===== config.mk =====
export PLATFORM = sky130hd
export DESIGN_NAME = system_control_coprocessor
export DESIGN_NICKNAME = d
export VERILOG_FILES = /design/src/scc_pkg.sv /design/src/system_control_coprocessor.sv
export VERILOG_INCLUDE_DIRS = /design/src /design/src/src
export SDC_FILE = /design/constraint.sdc
export NUM_CORES = 2
export LEC_CHECK = 0
export BUFFER_PORTS_ARGS = -buffer_cell sky130_fd_sc_hd__clkbuf_2
export CAP_MARGIN = 30
export CORE_MARGIN = 3
export CORE_UTILIZATION = 24
export DETAILED_ROUTE_END_ITERATION = 12
export MAX_ROUTING_LAYER = met4
export PLACE_DENSITY = 0.47
export SLEW_MARGIN = 20
export SYNTH_ARGS = -nofsm -noshare
export SYNTH_HDL_FRONTEND = slang
export SYNTH_SLANG_ARGS = --single-unit

===== constraint.sdc =====
create_clock -name clock -period 4.1 [get_ports clock]
set_input_delay 0.41 -clock clock [delete_from_list [all_inputs] [get_ports clock]]
set_output_delay 0.41 -clock clock [all_outputs]
set_load 0.005 [all_outputs]

===== src/scc_consts.svh =====
`ifndef SCC_CONSTS_SVH
`define SCC_CONSTS_SVH

// ==========================================
// Register numbers
`define R_IOFF 5'h00
`define R_ILIM 5'h01
`define R_DOFF 5'h02
`define R_DLIM 5'h03
`define R_BADVA 5'h08
`define R_COUNT 5'h09
`define R_CMP 5'h0B
`define R_STATUS 5'h0C
`define R_CAUSE 5'h0D
`define R_EPC 5'h0E
`define R_PROCESSOR_IDENTIFICATION 5'h0F
`define R_CONFIG 5'h10
`define R_REGION_CACHE_ALGORITHM 5'h11
`define R_FETCH_BREAKPOINT_ADDRESS 5'h12
`define R_DATA_BREAKPOINT_ADDRESS 5'h13
`define R_ECC 5'h1A
`define R_CERR 5'h1B
`define R_CACHE_TAG_LOW 5'h1C
`define R_ERREPC 5'h1E

// ==========================================
// Control word bit positions and reset values
`define ST_IE 0
`define ST_USER 1
`define ST_PUSER 2
`define ST_WATCH 3
`define ST_IVEC 4
`define ST_CU0 5
`define ST_CU1 6
`define ST_RST 32'h00000000
`define CA_CODE 2
`define CA_TIMER 15
`define REGION_CACHE_ALGORITHM_W 4
`define REGION_CACHE_ALGORITHM_UNCACHED 4'h2
`define REGION_CACHE_ALGORITHM_RST 32'h33333333
`define CONFIG_RST 32'h00000000
`define WORD_ZERO 32'h00000000
`define CNT_ONE 32'h00000001

// ==========================================
// Segments, mapping and vectors
`define TOP_CACHED 3'h4
`define TOP_UNCACHED 3'h5
`define TOP_UPPER 2'h3
`define KSEG_PMASK 32'h1FFFFFFF
`define VEC_GENERAL 32'h80000180
`define VEC_INTERRUPT 32'h80000200
`define VEC_CACHE_ERR 32'hA0000100

// ==========================================
// Exception codes
`define EXC_INT 5'h00
`define EXC_ADEL 5'h04
`define EXC_ADES 5'h05
`define EXC_WATCH 5'h17

`endif


===== src/scc_pkg.sv =====
package scc_pkg;
   typedef enum logic [1:0] {REF_FETCH, REF_LOAD, REF_STORE} ref_kind_e;

   typedef struct packed {
      logic valid;
      ref_kind_e kind;
      logic [31:0] vaddr;
      logic [31:0] pc;
   } ref_s;

   typedef struct packed {
      logic valid;
      logic fault;
      logic uncached;
      logic [3:0] attr;
      logic [31:0] paddr;
   } xlate_s;

   typedef struct packed {
      logic valid;
      logic cache_err;
      logic [4:0] code;
      logic [31:0] pc;
      logic [31:0] badva;
   } exc_s;
endpackage


===== src/system_control_coprocessor.sv =====
`timescale 1ns/1ps
`default_nettype none
`include "scc_consts.svh"

// Summary of operation
// - Cycle counter advances every second clock.
// - Counter equal to match value requests interrupt.
// - Two levels; kernel on reset and exception.
// - Kernel reaches everything; floating-point enable setting.
// - User limited; setting grants user coprocessor access.
// - 0x80000000 segment is cached unmapped kernel.
// - 0xA0000000-0xBFFFFFFF is uncached unmapped kernel.
// - Upper 1GB kernel unmapped; low 2GB user.
// - Kernel segments kernel only; user region both.
// - User references checked against matching limit.
// - In-limit reference adds matching offset.
// - Out-of-limit reference blocked, exception raised.
// - Kernel segments use fixed mapping, no check.
// - Enabled watch match raises exception.
// - Optional separate interrupt vector.
// - Address exception captures faulting address.
// - Record restart PC and cause; cache error separate.
// - Cache attribute per 512MB region by top bits.
// - Unused register numbers are not implemented.
module system_control_coprocessor #(
   parameter logic [31:0] PROC_ID = 32'h00005A5A // Arbitrary identification value.
) (
   input wire logic clock, // Pipeline clock.
   input wire logic nrst, // Synchronous reset, active low.
   input wire logic [4:0] reg_addr, // Register number.
   input wire logic [31:0] reg_wdata, // Write data.
   input wire logic reg_wr, // Write strobe.
   input wire logic reg_rd, // Read strobe.
   output logic [31:0] reg_rdata, // Read data, cycle after strobe.
   input wire scc_pkg::ref_s ref_in, // Address reference from pipeline.
   output scc_pkg::xlate_s xlate_out, // Translation result.
   input wire scc_pkg::exc_s exc_in, // Exception from pipeline.
   input wire logic exc_return, // Return from exception.
   input wire logic [31:0] cache_err_in, // Cache error details.
   output logic exc_taken, // Exception accepted pulse.
   output logic [31:0] exc_vector, // Handler address.
   output logic kernel_mode, // Kernel level active.
   output logic cp0_usable, // Coprocessor-zero access allowed.
   output logic cp1_usable, // Floating-point access allowed.
   output logic timer_irq // Timer interrupt request.
);

   // ==========================================
   // Register storage
   logic [31:0] ioff_q, ilim_q, doff_q, dlim_q, badva_q, count_q, cmp_q;
   logic [31:0] status_q, epc_q, config_q, region_cache_algorithm_q, fetch_breakpoint_address_q, data_breakpoint_address_q;
   logic [31:0] ecc_q, cerr_q, cache_tag_low_q, errepc_q;
   logic [4:0] code_q;
   logic half_q, timer_q;
   logic cnt_wr, cmp_wr, timer_set;

   assign cnt_wr = reg_wr && reg_addr == `R_COUNT;
   assign cmp_wr = reg_wr && reg_addr == `R_CMP;

   // ==========================================
   // Reference decode
   logic is_fetch, seg_user, in_bound, watch_hit, seg_fault, bound_fault;
   logic ref_fault, addr_fault;
   logic [31:0] lim, off, paddr_d;
   logic [3:0] attr;
   logic [4:0] ref_code;

   always_comb begin
      is_fetch = ref_in.kind == scc_pkg::REF_FETCH;
      seg_user = ~ref_in.vaddr[31];
      lim = is_fetch ? ilim_q : dlim_q;
      off = is_fetch ? ioff_q : doff_q;
      in_bound = ref_in.vaddr < lim;
      watch_hit = status_q[`ST_WATCH] && (is_fetch ?
         ref_in.vaddr[31:2] == fetch_breakpoint_address_q[31:2] : ref_in.vaddr[31:2] == data_breakpoint_address_q[31:2]);
      seg_fault = status_q[`ST_USER] && !seg_user;
      bound_fault = seg_user && !in_bound;
      addr_fault = seg_fault || bound_fault;
      ref_fault = ref_in.valid && (addr_fault || watch_hit);
      attr = region_cache_algorithm_q[{ref_in.vaddr[31:29], 2'b00} +: `REGION_CACHE_ALGORITHM_W];
      if (seg_user) begin
         paddr_d = ref_in.vaddr + off;
      end else if (ref_in.vaddr[31:30] == `TOP_UPPER) begin
         paddr_d = ref_in.vaddr;
      end else begin
         paddr_d = ref_in.vaddr & `KSEG_PMASK;
      end
      if (addr_fault) begin
         ref_code = (ref_in.kind == scc_pkg::REF_STORE) ? `EXC_ADES : `EXC_ADEL;
      end else begin
         ref_code = `EXC_WATCH;
      end
   end

   always_ff @(posedge clock) begin
      if (!nrst) begin
         xlate_out <= '0;
      end else begin
         xlate_out.valid <= ref_in.valid && !ref_fault;
         xlate_out.fault <= ref_fault;
         xlate_out.uncached <= ref_in.vaddr[31:29] == `TOP_UNCACHED
            || attr == `REGION_CACHE_ALGORITHM_UNCACHED;
         xlate_out.attr <= attr;
         xlate_out.paddr <= ref_fault ? `WORD_ZERO : paddr_d;
      end
   end

   // ==========================================
   // Exception acceptance
   logic take, take_cerr, take_addr;
   logic [4:0] take_code;
   logic [31:0] take_pc, take_badva;

   always_comb begin
      take = exc_in.valid || ref_fault;
      take_cerr = exc_in.valid && exc_in.cache_err;
      take_code = exc_in.valid ? exc_in.code : ref_code;
      take_pc = exc_in.valid ? exc_in.pc : ref_in.pc;
      take_badva = exc_in.valid ? exc_in.badva : ref_in.vaddr;
      take_addr = take && (take_code == `EXC_ADEL || take_code == `EXC_ADES);
   end

   always_ff @(posedge clock) begin
      if (!nrst) begin
         exc_taken <= 1'b0;
         exc_vector <= `VEC_GENERAL;
      end else begin
         exc_taken <= take;
         if (take_cerr) begin
            exc_vector <= `VEC_CACHE_ERR;
         end else if (take && take_code == `EXC_INT && status_q[`ST_IVEC]) begin
            exc_vector <= `VEC_INTERRUPT;
         end else if (take) begin
            exc_vector <= `VEC_GENERAL;
         end
      end
   end

   always_ff @(posedge clock) begin
      if (!nrst) begin
         status_q <= `ST_RST;
      end else if (take) begin
         status_q[`ST_PUSER] <= status_q[`ST_USER];
         status_q[`ST_USER] <= 1'b0;
      end else if (exc_return) begin
         status_q[`ST_USER] <= status_q[`ST_PUSER];
      end else if (reg_wr && reg_addr == `R_STATUS) begin
         status_q <= reg_wdata;
      end
   end

   always_ff @(posedge clock) begin
      if (!nrst) begin
         epc_q <= `WORD_ZERO;
         errepc_q <= `WORD_ZERO;
         cerr_q <= `WORD_ZERO;
         code_q <= `EXC_INT;
      end else begin
         if (take && !take_cerr) begin
            epc_q <= take_pc;
         end else if (!take && reg_wr && reg_addr == `R_EPC) begin
            epc_q <= reg_wdata;
         end
         if (take_cerr) begin
            errepc_q <= take_pc;
            cerr_q <= cache_err_in;
         end else if (reg_wr && reg_addr == `R_ERREPC) begin
            errepc_q <= reg_wdata;
         end
         if (take) begin
            code_q <= take_code;
         end
      end
   end

   always_ff @(posedge clock) begin
      if (!nrst) begin
         badva_q <= `WORD_ZERO;
      end else if (take_addr) begin
         badva_q <= take_badva;
      end
   end

   // ==========================================
   // Cycle counter and timer
   // every second cycle
   always_ff @(posedge clock) begin
      if (!nrst) begin
         half_q <= 1'b0;
         count_q <= `WORD_ZERO;
      end else begin
         half_q <= !half_q;
         if (cnt_wr) begin
            count_q <= reg_wdata;
         end else if (half_q) begin
            count_q <= count_q + `CNT_ONE;
         end
      end
   end

   assign timer_set = half_q && !cnt_wr && (count_q + `CNT_ONE) == cmp_q;

   always_ff @(posedge clock) begin
      if (!nrst) begin
         timer_q <= 1'b0;
      end else if (timer_set) begin
         timer_q <= 1'b1;
      end else if (cmp_wr) begin
         timer_q <= 1'b0;
      end
   end

   assign timer_irq = timer_q;
   assign kernel_mode = !status_q[`ST_USER];
   assign cp0_usable = kernel_mode || status_q[`ST_CU0];
   assign cp1_usable = status_q[`ST_CU1];

   // ==========================================
   // Software writable registers
   always_ff @(posedge clock) begin
      if (!nrst) begin
         ioff_q <= `WORD_ZERO;
         ilim_q <= `WORD_ZERO;
         doff_q <= `WORD_ZERO;
         dlim_q <= `WORD_ZERO;
         cmp_q <= `WORD_ZERO;
         config_q <= `CONFIG_RST;
         region_cache_algorithm_q <= `REGION_CACHE_ALGORITHM_RST;
         fetch_breakpoint_address_q <= `WORD_ZERO;
         data_breakpoint_address_q <= `WORD_ZERO;
         ecc_q <= `WORD_ZERO;
         cache_tag_low_q <= `WORD_ZERO;
      end else if (reg_wr) begin
         if (reg_addr == `R_IOFF) begin
            ioff_q <= reg_wdata;
         end else if (reg_addr == `R_ILIM) begin
            ilim_q <= reg_wdata;
         end else if (reg_addr == `R_DOFF) begin
            doff_q <= reg_wdata;
         end else if (reg_addr == `R_DLIM) begin
            dlim_q <= reg_wdata;
         end else if (reg_addr == `R_CMP) begin
            cmp_q <= reg_wdata;
         end else if (reg_addr == `R_CONFIG) begin
            config_q <= reg_wdata;
         end else if (reg_addr == `R_REGION_CACHE_ALGORITHM) begin
            region_cache_algorithm_q <= reg_wdata;
         end else if (reg_addr == `R_FETCH_BREAKPOINT_ADDRESS) begin
            fetch_breakpoint_address_q <= reg_wdata;
         end else if (reg_addr == `R_DATA_BREAKPOINT_ADDRESS) begin
            data_breakpoint_address_q <= reg_wdata;
         end else if (reg_addr == `R_ECC) begin
            ecc_q <= reg_wdata;
         end else if (reg_addr == `R_CACHE_TAG_LOW) begin
            cache_tag_low_q <= reg_wdata;
         end
      end
   end

   // ==========================================
   // Read port
   logic [31:0] rd_mux;

   always_comb begin
      rd_mux = `WORD_ZERO;
      if (reg_addr == `R_IOFF) begin
         rd_mux = ioff_q;
      end else if (reg_addr == `R_ILIM) begin
         rd_mux = ilim_q;
      end else if (reg_addr == `R_DOFF) begin
         rd_mux = doff_q;
      end else if (reg_addr == `R_DLIM) begin
         rd_mux = dlim_q;
      end else if (reg_addr == `R_BADVA) begin
         rd_mux = badva_q;
      end else if (reg_addr == `R_COUNT) begin
         rd_mux = count_q;
      end else if (reg_addr == `R_CMP) begin
         rd_mux = cmp_q;
      end else if (reg_addr == `R_STATUS) begin
         rd_mux = status_q;
      end else if (reg_addr == `R_CAUSE) begin
         rd_mux[`CA_TIMER] = timer_q;
         rd_mux[`CA_CODE +: 5] = code_q;
      end else if (reg_addr == `R_EPC) begin
         rd_mux = epc_q;
      end else if (reg_addr == `R_PROCESSOR_IDENTIFICATION) begin
         rd_mux = PROC_ID;
      end else if (reg_addr == `R_CONFIG) begin
         rd_mux = config_q;
      end else if (reg_addr == `R_REGION_CACHE_ALGORITHM) begin
         rd_mux = region_cache_algorithm_q;
      end else if (reg_addr == `R_FETCH_BREAKPOINT_ADDRESS) begin
         rd_mux = fetch_breakpoint_address_q;
      end else if (reg_addr == `R_DATA_BREAKPOINT_ADDRESS) begin
         rd_mux = data_breakpoint_address_q;
      end else if (reg_addr == `R_ECC) begin
         rd_mux = ecc_q;
      end else if (reg_addr == `R_CERR) begin
         rd_mux = cerr_q;
      end else if (reg_addr == `R_CACHE_TAG_LOW) begin
         rd_mux = cache_tag_low_q;
      end else if (reg_addr == `R_ERREPC) begin
         rd_mux = errepc_q;
      end
   end

   always_ff @(posedge clock) begin
      if (!nrst) begin
         reg_rdata <= `WORD_ZERO;
      end else begin
         reg_rdata <= reg_rd ? rd_mux : `WORD_ZERO;
      end
   end
endmodule
`default_nettype wire


==> flow_metrics.py <==
metrics = {
    "clocking": {
        "clk_pin_slew_ps": 60,
        "tritoncts": "built",
        "cts-htree-levels": 3,
        "cts.repair.resized": 0,
        "cts_buffer_depth": 3,
        "cts-root-buf": "clkbuf_16",
        "clk_latency_ps": 700,
        "cts_buffers": 81,
        "clock_sinks": 627,
    },
    "logic_synthesis": {
        "synth-compound-area-share_pct": 25.7,
        "ys_top_cells_by_area": "dfxtp_1 (37%), nand2_1 (13%), a21boi_0 (7.6%)",
        "synthXorXnorAreaFrac_pct": 3.03,
        "yosysWarningCount": 0,
        "synth_mux_area_share_pct": 5.80,
        "yosysSeqAreaShare_pct": 37.5,
        "async_flop_share_pct": 0,
        "ys.flop_type": "dfxtp_1",
        "synthSimpleGateAreaFrac_pct": 20.2,
        "synth_fa_ha_area_share_pct": 2.41,
        "yosys-top-cells-count": "nand2_1 (1152), dfxtp_1 (627), a21boi_0 (339), clkbuf_1 (279), a21oi_1 (203)",
        "synth_area_per_cell_um2": 8.05,
        "synth_top_area_share_pct": 37.5,
        "syn_inst": 4160,
        "yosysTopAreaCell": "dfxtp_1",
        "synth_top_family_by_area": "compound AO/OA/AOI/OAI gates",
        "synth.distinct_cells": 96,
        "syn_area_um2": 33500,
        "synth_edf_count": 0,
        "yosysMostFrequentCell": "nand2_1",
        "ys_ff_latch": 627,
    },
    "pwr": {
        "peakVddDrop_mv": 0.260,
        "p_leak_nw": 16.3,
        "cellPowerDensity_nw_per_um2": 386,
    },
    "sta": {
        "rsz0062_at_grt": "false",
        "finalSetupViolCount": 0,
        "drv_slew": 0,
        "tightest_slew_ps": 1180,
        "timing.slew.headroom_pct": 21.3,
        "period_share_pct": 87.8,
        "fmax_mhz": 278,
        "min_period_ps": 3600,
        "hold_viol_final": 0,
        "setup_tns_ps": 0,
        "clock_skew_ps": 25.4,
    },
    "setup_path": {
        "arrival_ps": 4230,
        "rr_worst_depth": 10,
        "ff2ff_setup_slack_ps": 500,
        "r2r-end": "timer_irq$_SDFFE_PN0P_",
        "cp-start-kind": "flip-flop",
        "r2r_start": "count_q[1]$_SDFFE_PN0P_",
        "crit_type": "flip-flop to flip-flop",
        "endpoint": "timer_irq$_SDFFE_PN0P_",
        "worstPathRequired_ps": 4730,
        "worstSetupEndpointType": "flip-flop",
        "crit_fanout": 6,
        "crit_start": "count_q[1]$_SDFFE_PN0P_",
    },
    "finish": {
        "stdcell_area_um2": 40800,
        "finish.utilization_pct": 29.6,
        "area.growth.synth_to_final_pct": 21.9,
        "drive_gt1_share_pct": 15.3,
        "fin_nets": 4679,
    },
    "global_route": {
        "grt_start_max_net_pins": 205,
        "grt_pass1_vias": 31200,
        "grt.overflow.total": 0,
        "antenna_found_initial": 12,
        "track_usage_pct": 23.1,
        "grt_pass1_wl_um": 236000,
    },
    "place": {
        "portBuffers": 291,
        "gp_congestion": 0.925,
        "detailed_place_hpwl_um": 122000,
        "dpl_cell_area_um2": 37400,
    },
    "min_path": {
        "min_delay_path_depth": 3,
        "hp-class": "primary input to flip-flop",
    },
    "die": {
        "die_w_um": 379,
        "dieArea_um2": 144000,
        "start_util_pct": 24.3,
        "rows": 136,
        "top_level_ports": 320,
        "fp.dieH_um": 379,
        "core_um2": 138000,
    },
    "route": {
        "routed-via-count": 33100,
        "viasPerCell": 5.23,
        "drtPass1Iterations": 8,
        "drcViolationCount": 0,
        "ant_nets": 0,
        "detail_route.wl_per_cell_um": 26.2,
        "routed_wirelength_um": 166000,
        "drtIter0Drc": 3803,
    },
    "run_status": {
        "status": "finished, final reports clean",
    },
    "run": {
        "cap_violations": 0,
    },
}
[cells by family (layout without fill, tap and decap cells)]
logic type / after synthesis / after routing
simple gates: 1582 / 1582
other cells: 2 / 36
buf+inv: 418 / 700
mux: 183 / 183
xor+xnor: 116 / 116
fa+ha+maj: 64 / 64
compound gates: 1168 / 1168
flops: 627 / 627
[registers in the layout, summed over array words and instances, names as in the netlist, 5 cells and up]
signal,count
cache_tag_low_q,32
status_q,32
cerr_q,32
badva_q,32
ilim_q,32
dlim_q,32
code_q,5
reg_rdata,32
fetch_breakpoint_address_q,32
epc_q,32
count_q,32
xlate_out,39
data_breakpoint_address_q,32
errepc_q,32
ioff_q,32
cmp_q,32
region_cache_algorithm_q,32
ecc_q,32
config_q,32
doff_q,32
[placed cells by master (no fill, tap or decap), drive strengths merged, types with 101 or more instances in the layout]
master	instances
a21boi	370
clkbuf	403
nor2	102
o211a	101
buf	173
nand2	1152
a21oi	204
nand3	113
mux2i	168
o21ai	133
dfxtp	627
[layout make-up]
cell class	instances	area [um2]
Clock buffer	115	2370
Sequential cell	627	12600
Multi-Input combinational cell	3141	19300
Antenna cell	8	20.0
Timing Repair Buffer	518	3630
Fill cell	14900	97200
Tap cell	1863	2330
Clock inverter	33	449
Inverter	34	128
[stage by stage]
stage	instances	hold WS (ps)	worst slack, ps	power [mW]
global route	6339	25.8	403	16.2
detailed placement	6125	450	-32.2	8.17
floorplan	4186	435	116	7.30
CTS	6330	0.00766	555	15.9
global placement	6123	443	79.5	8.16
finish	6339	15.1	501	15.8
[layer usage]
layer | part of all wire (%) | GRT usage, % | wire [um]
met3 | 7.6 | 4.09 | 12500
met1 | 44 | 30.5 | 73300
met5 | 0 | - | 0
met4 | 4.1 | 8.64 | 6830
met2 | 44 | 35.2 | 73300
[worst max-delay path: stages, from the launching register on]
cell and delay (ps):
dfxtp_1 480, ha_1 340, nand3_2 160, nor2_1 230, xnor2_1 90, a2111oi_0 590, nand4_1 440, nor3_1 240
nand4_1 230, or4_1 590, o21ai_1 130
[timing repair]
action | CTS | global route
buffers inserted | 0 | 0
endpoints found under the hold margin | 57 | 0
setup endpoints to repair | 0 | 0
hold buffers | 57 | 0
[worst min path at each step]
stage                                                           from                                         end
after detailed placement                   status_q[21]$_SDFFE_PN0P_                   status_q[21]$_SDFFE_PN0P_
final                                                cache_err_in[1]                      cerr_q[1]$_SDFFE_PN0P_
after CTS                                            cache_err_in[1]                      cerr_q[1]$_SDFFE_PN0P_
after global placement    fetch_breakpoint_address_q[1]$_SDFFE_PN0P_  fetch_breakpoint_address_q[1]$_SDFFE_PN0P_
after floorplan           fetch_breakpoint_address_q[1]$_SDFFE_PN0P_  fetch_breakpoint_address_q[1]$_SDFFE_PN0P_
after global routing                                cache_err_in[15]                     cerr_q[15]$_SDFFE_PN0P_
[power by group]
| group | internal, mW | switching, mW | leakage [nW] | total, mW |
|---|---|---|---|---|
| logic | 0.598 | 1.12 | 9.80 | 1.72 |
| clock network | 4.60 | 3.06 | 1.39 | 7.66 |
| registers | 6.25 | 0.138 | 5.09 | 6.39 |
(Power assumes the default switching activity.)
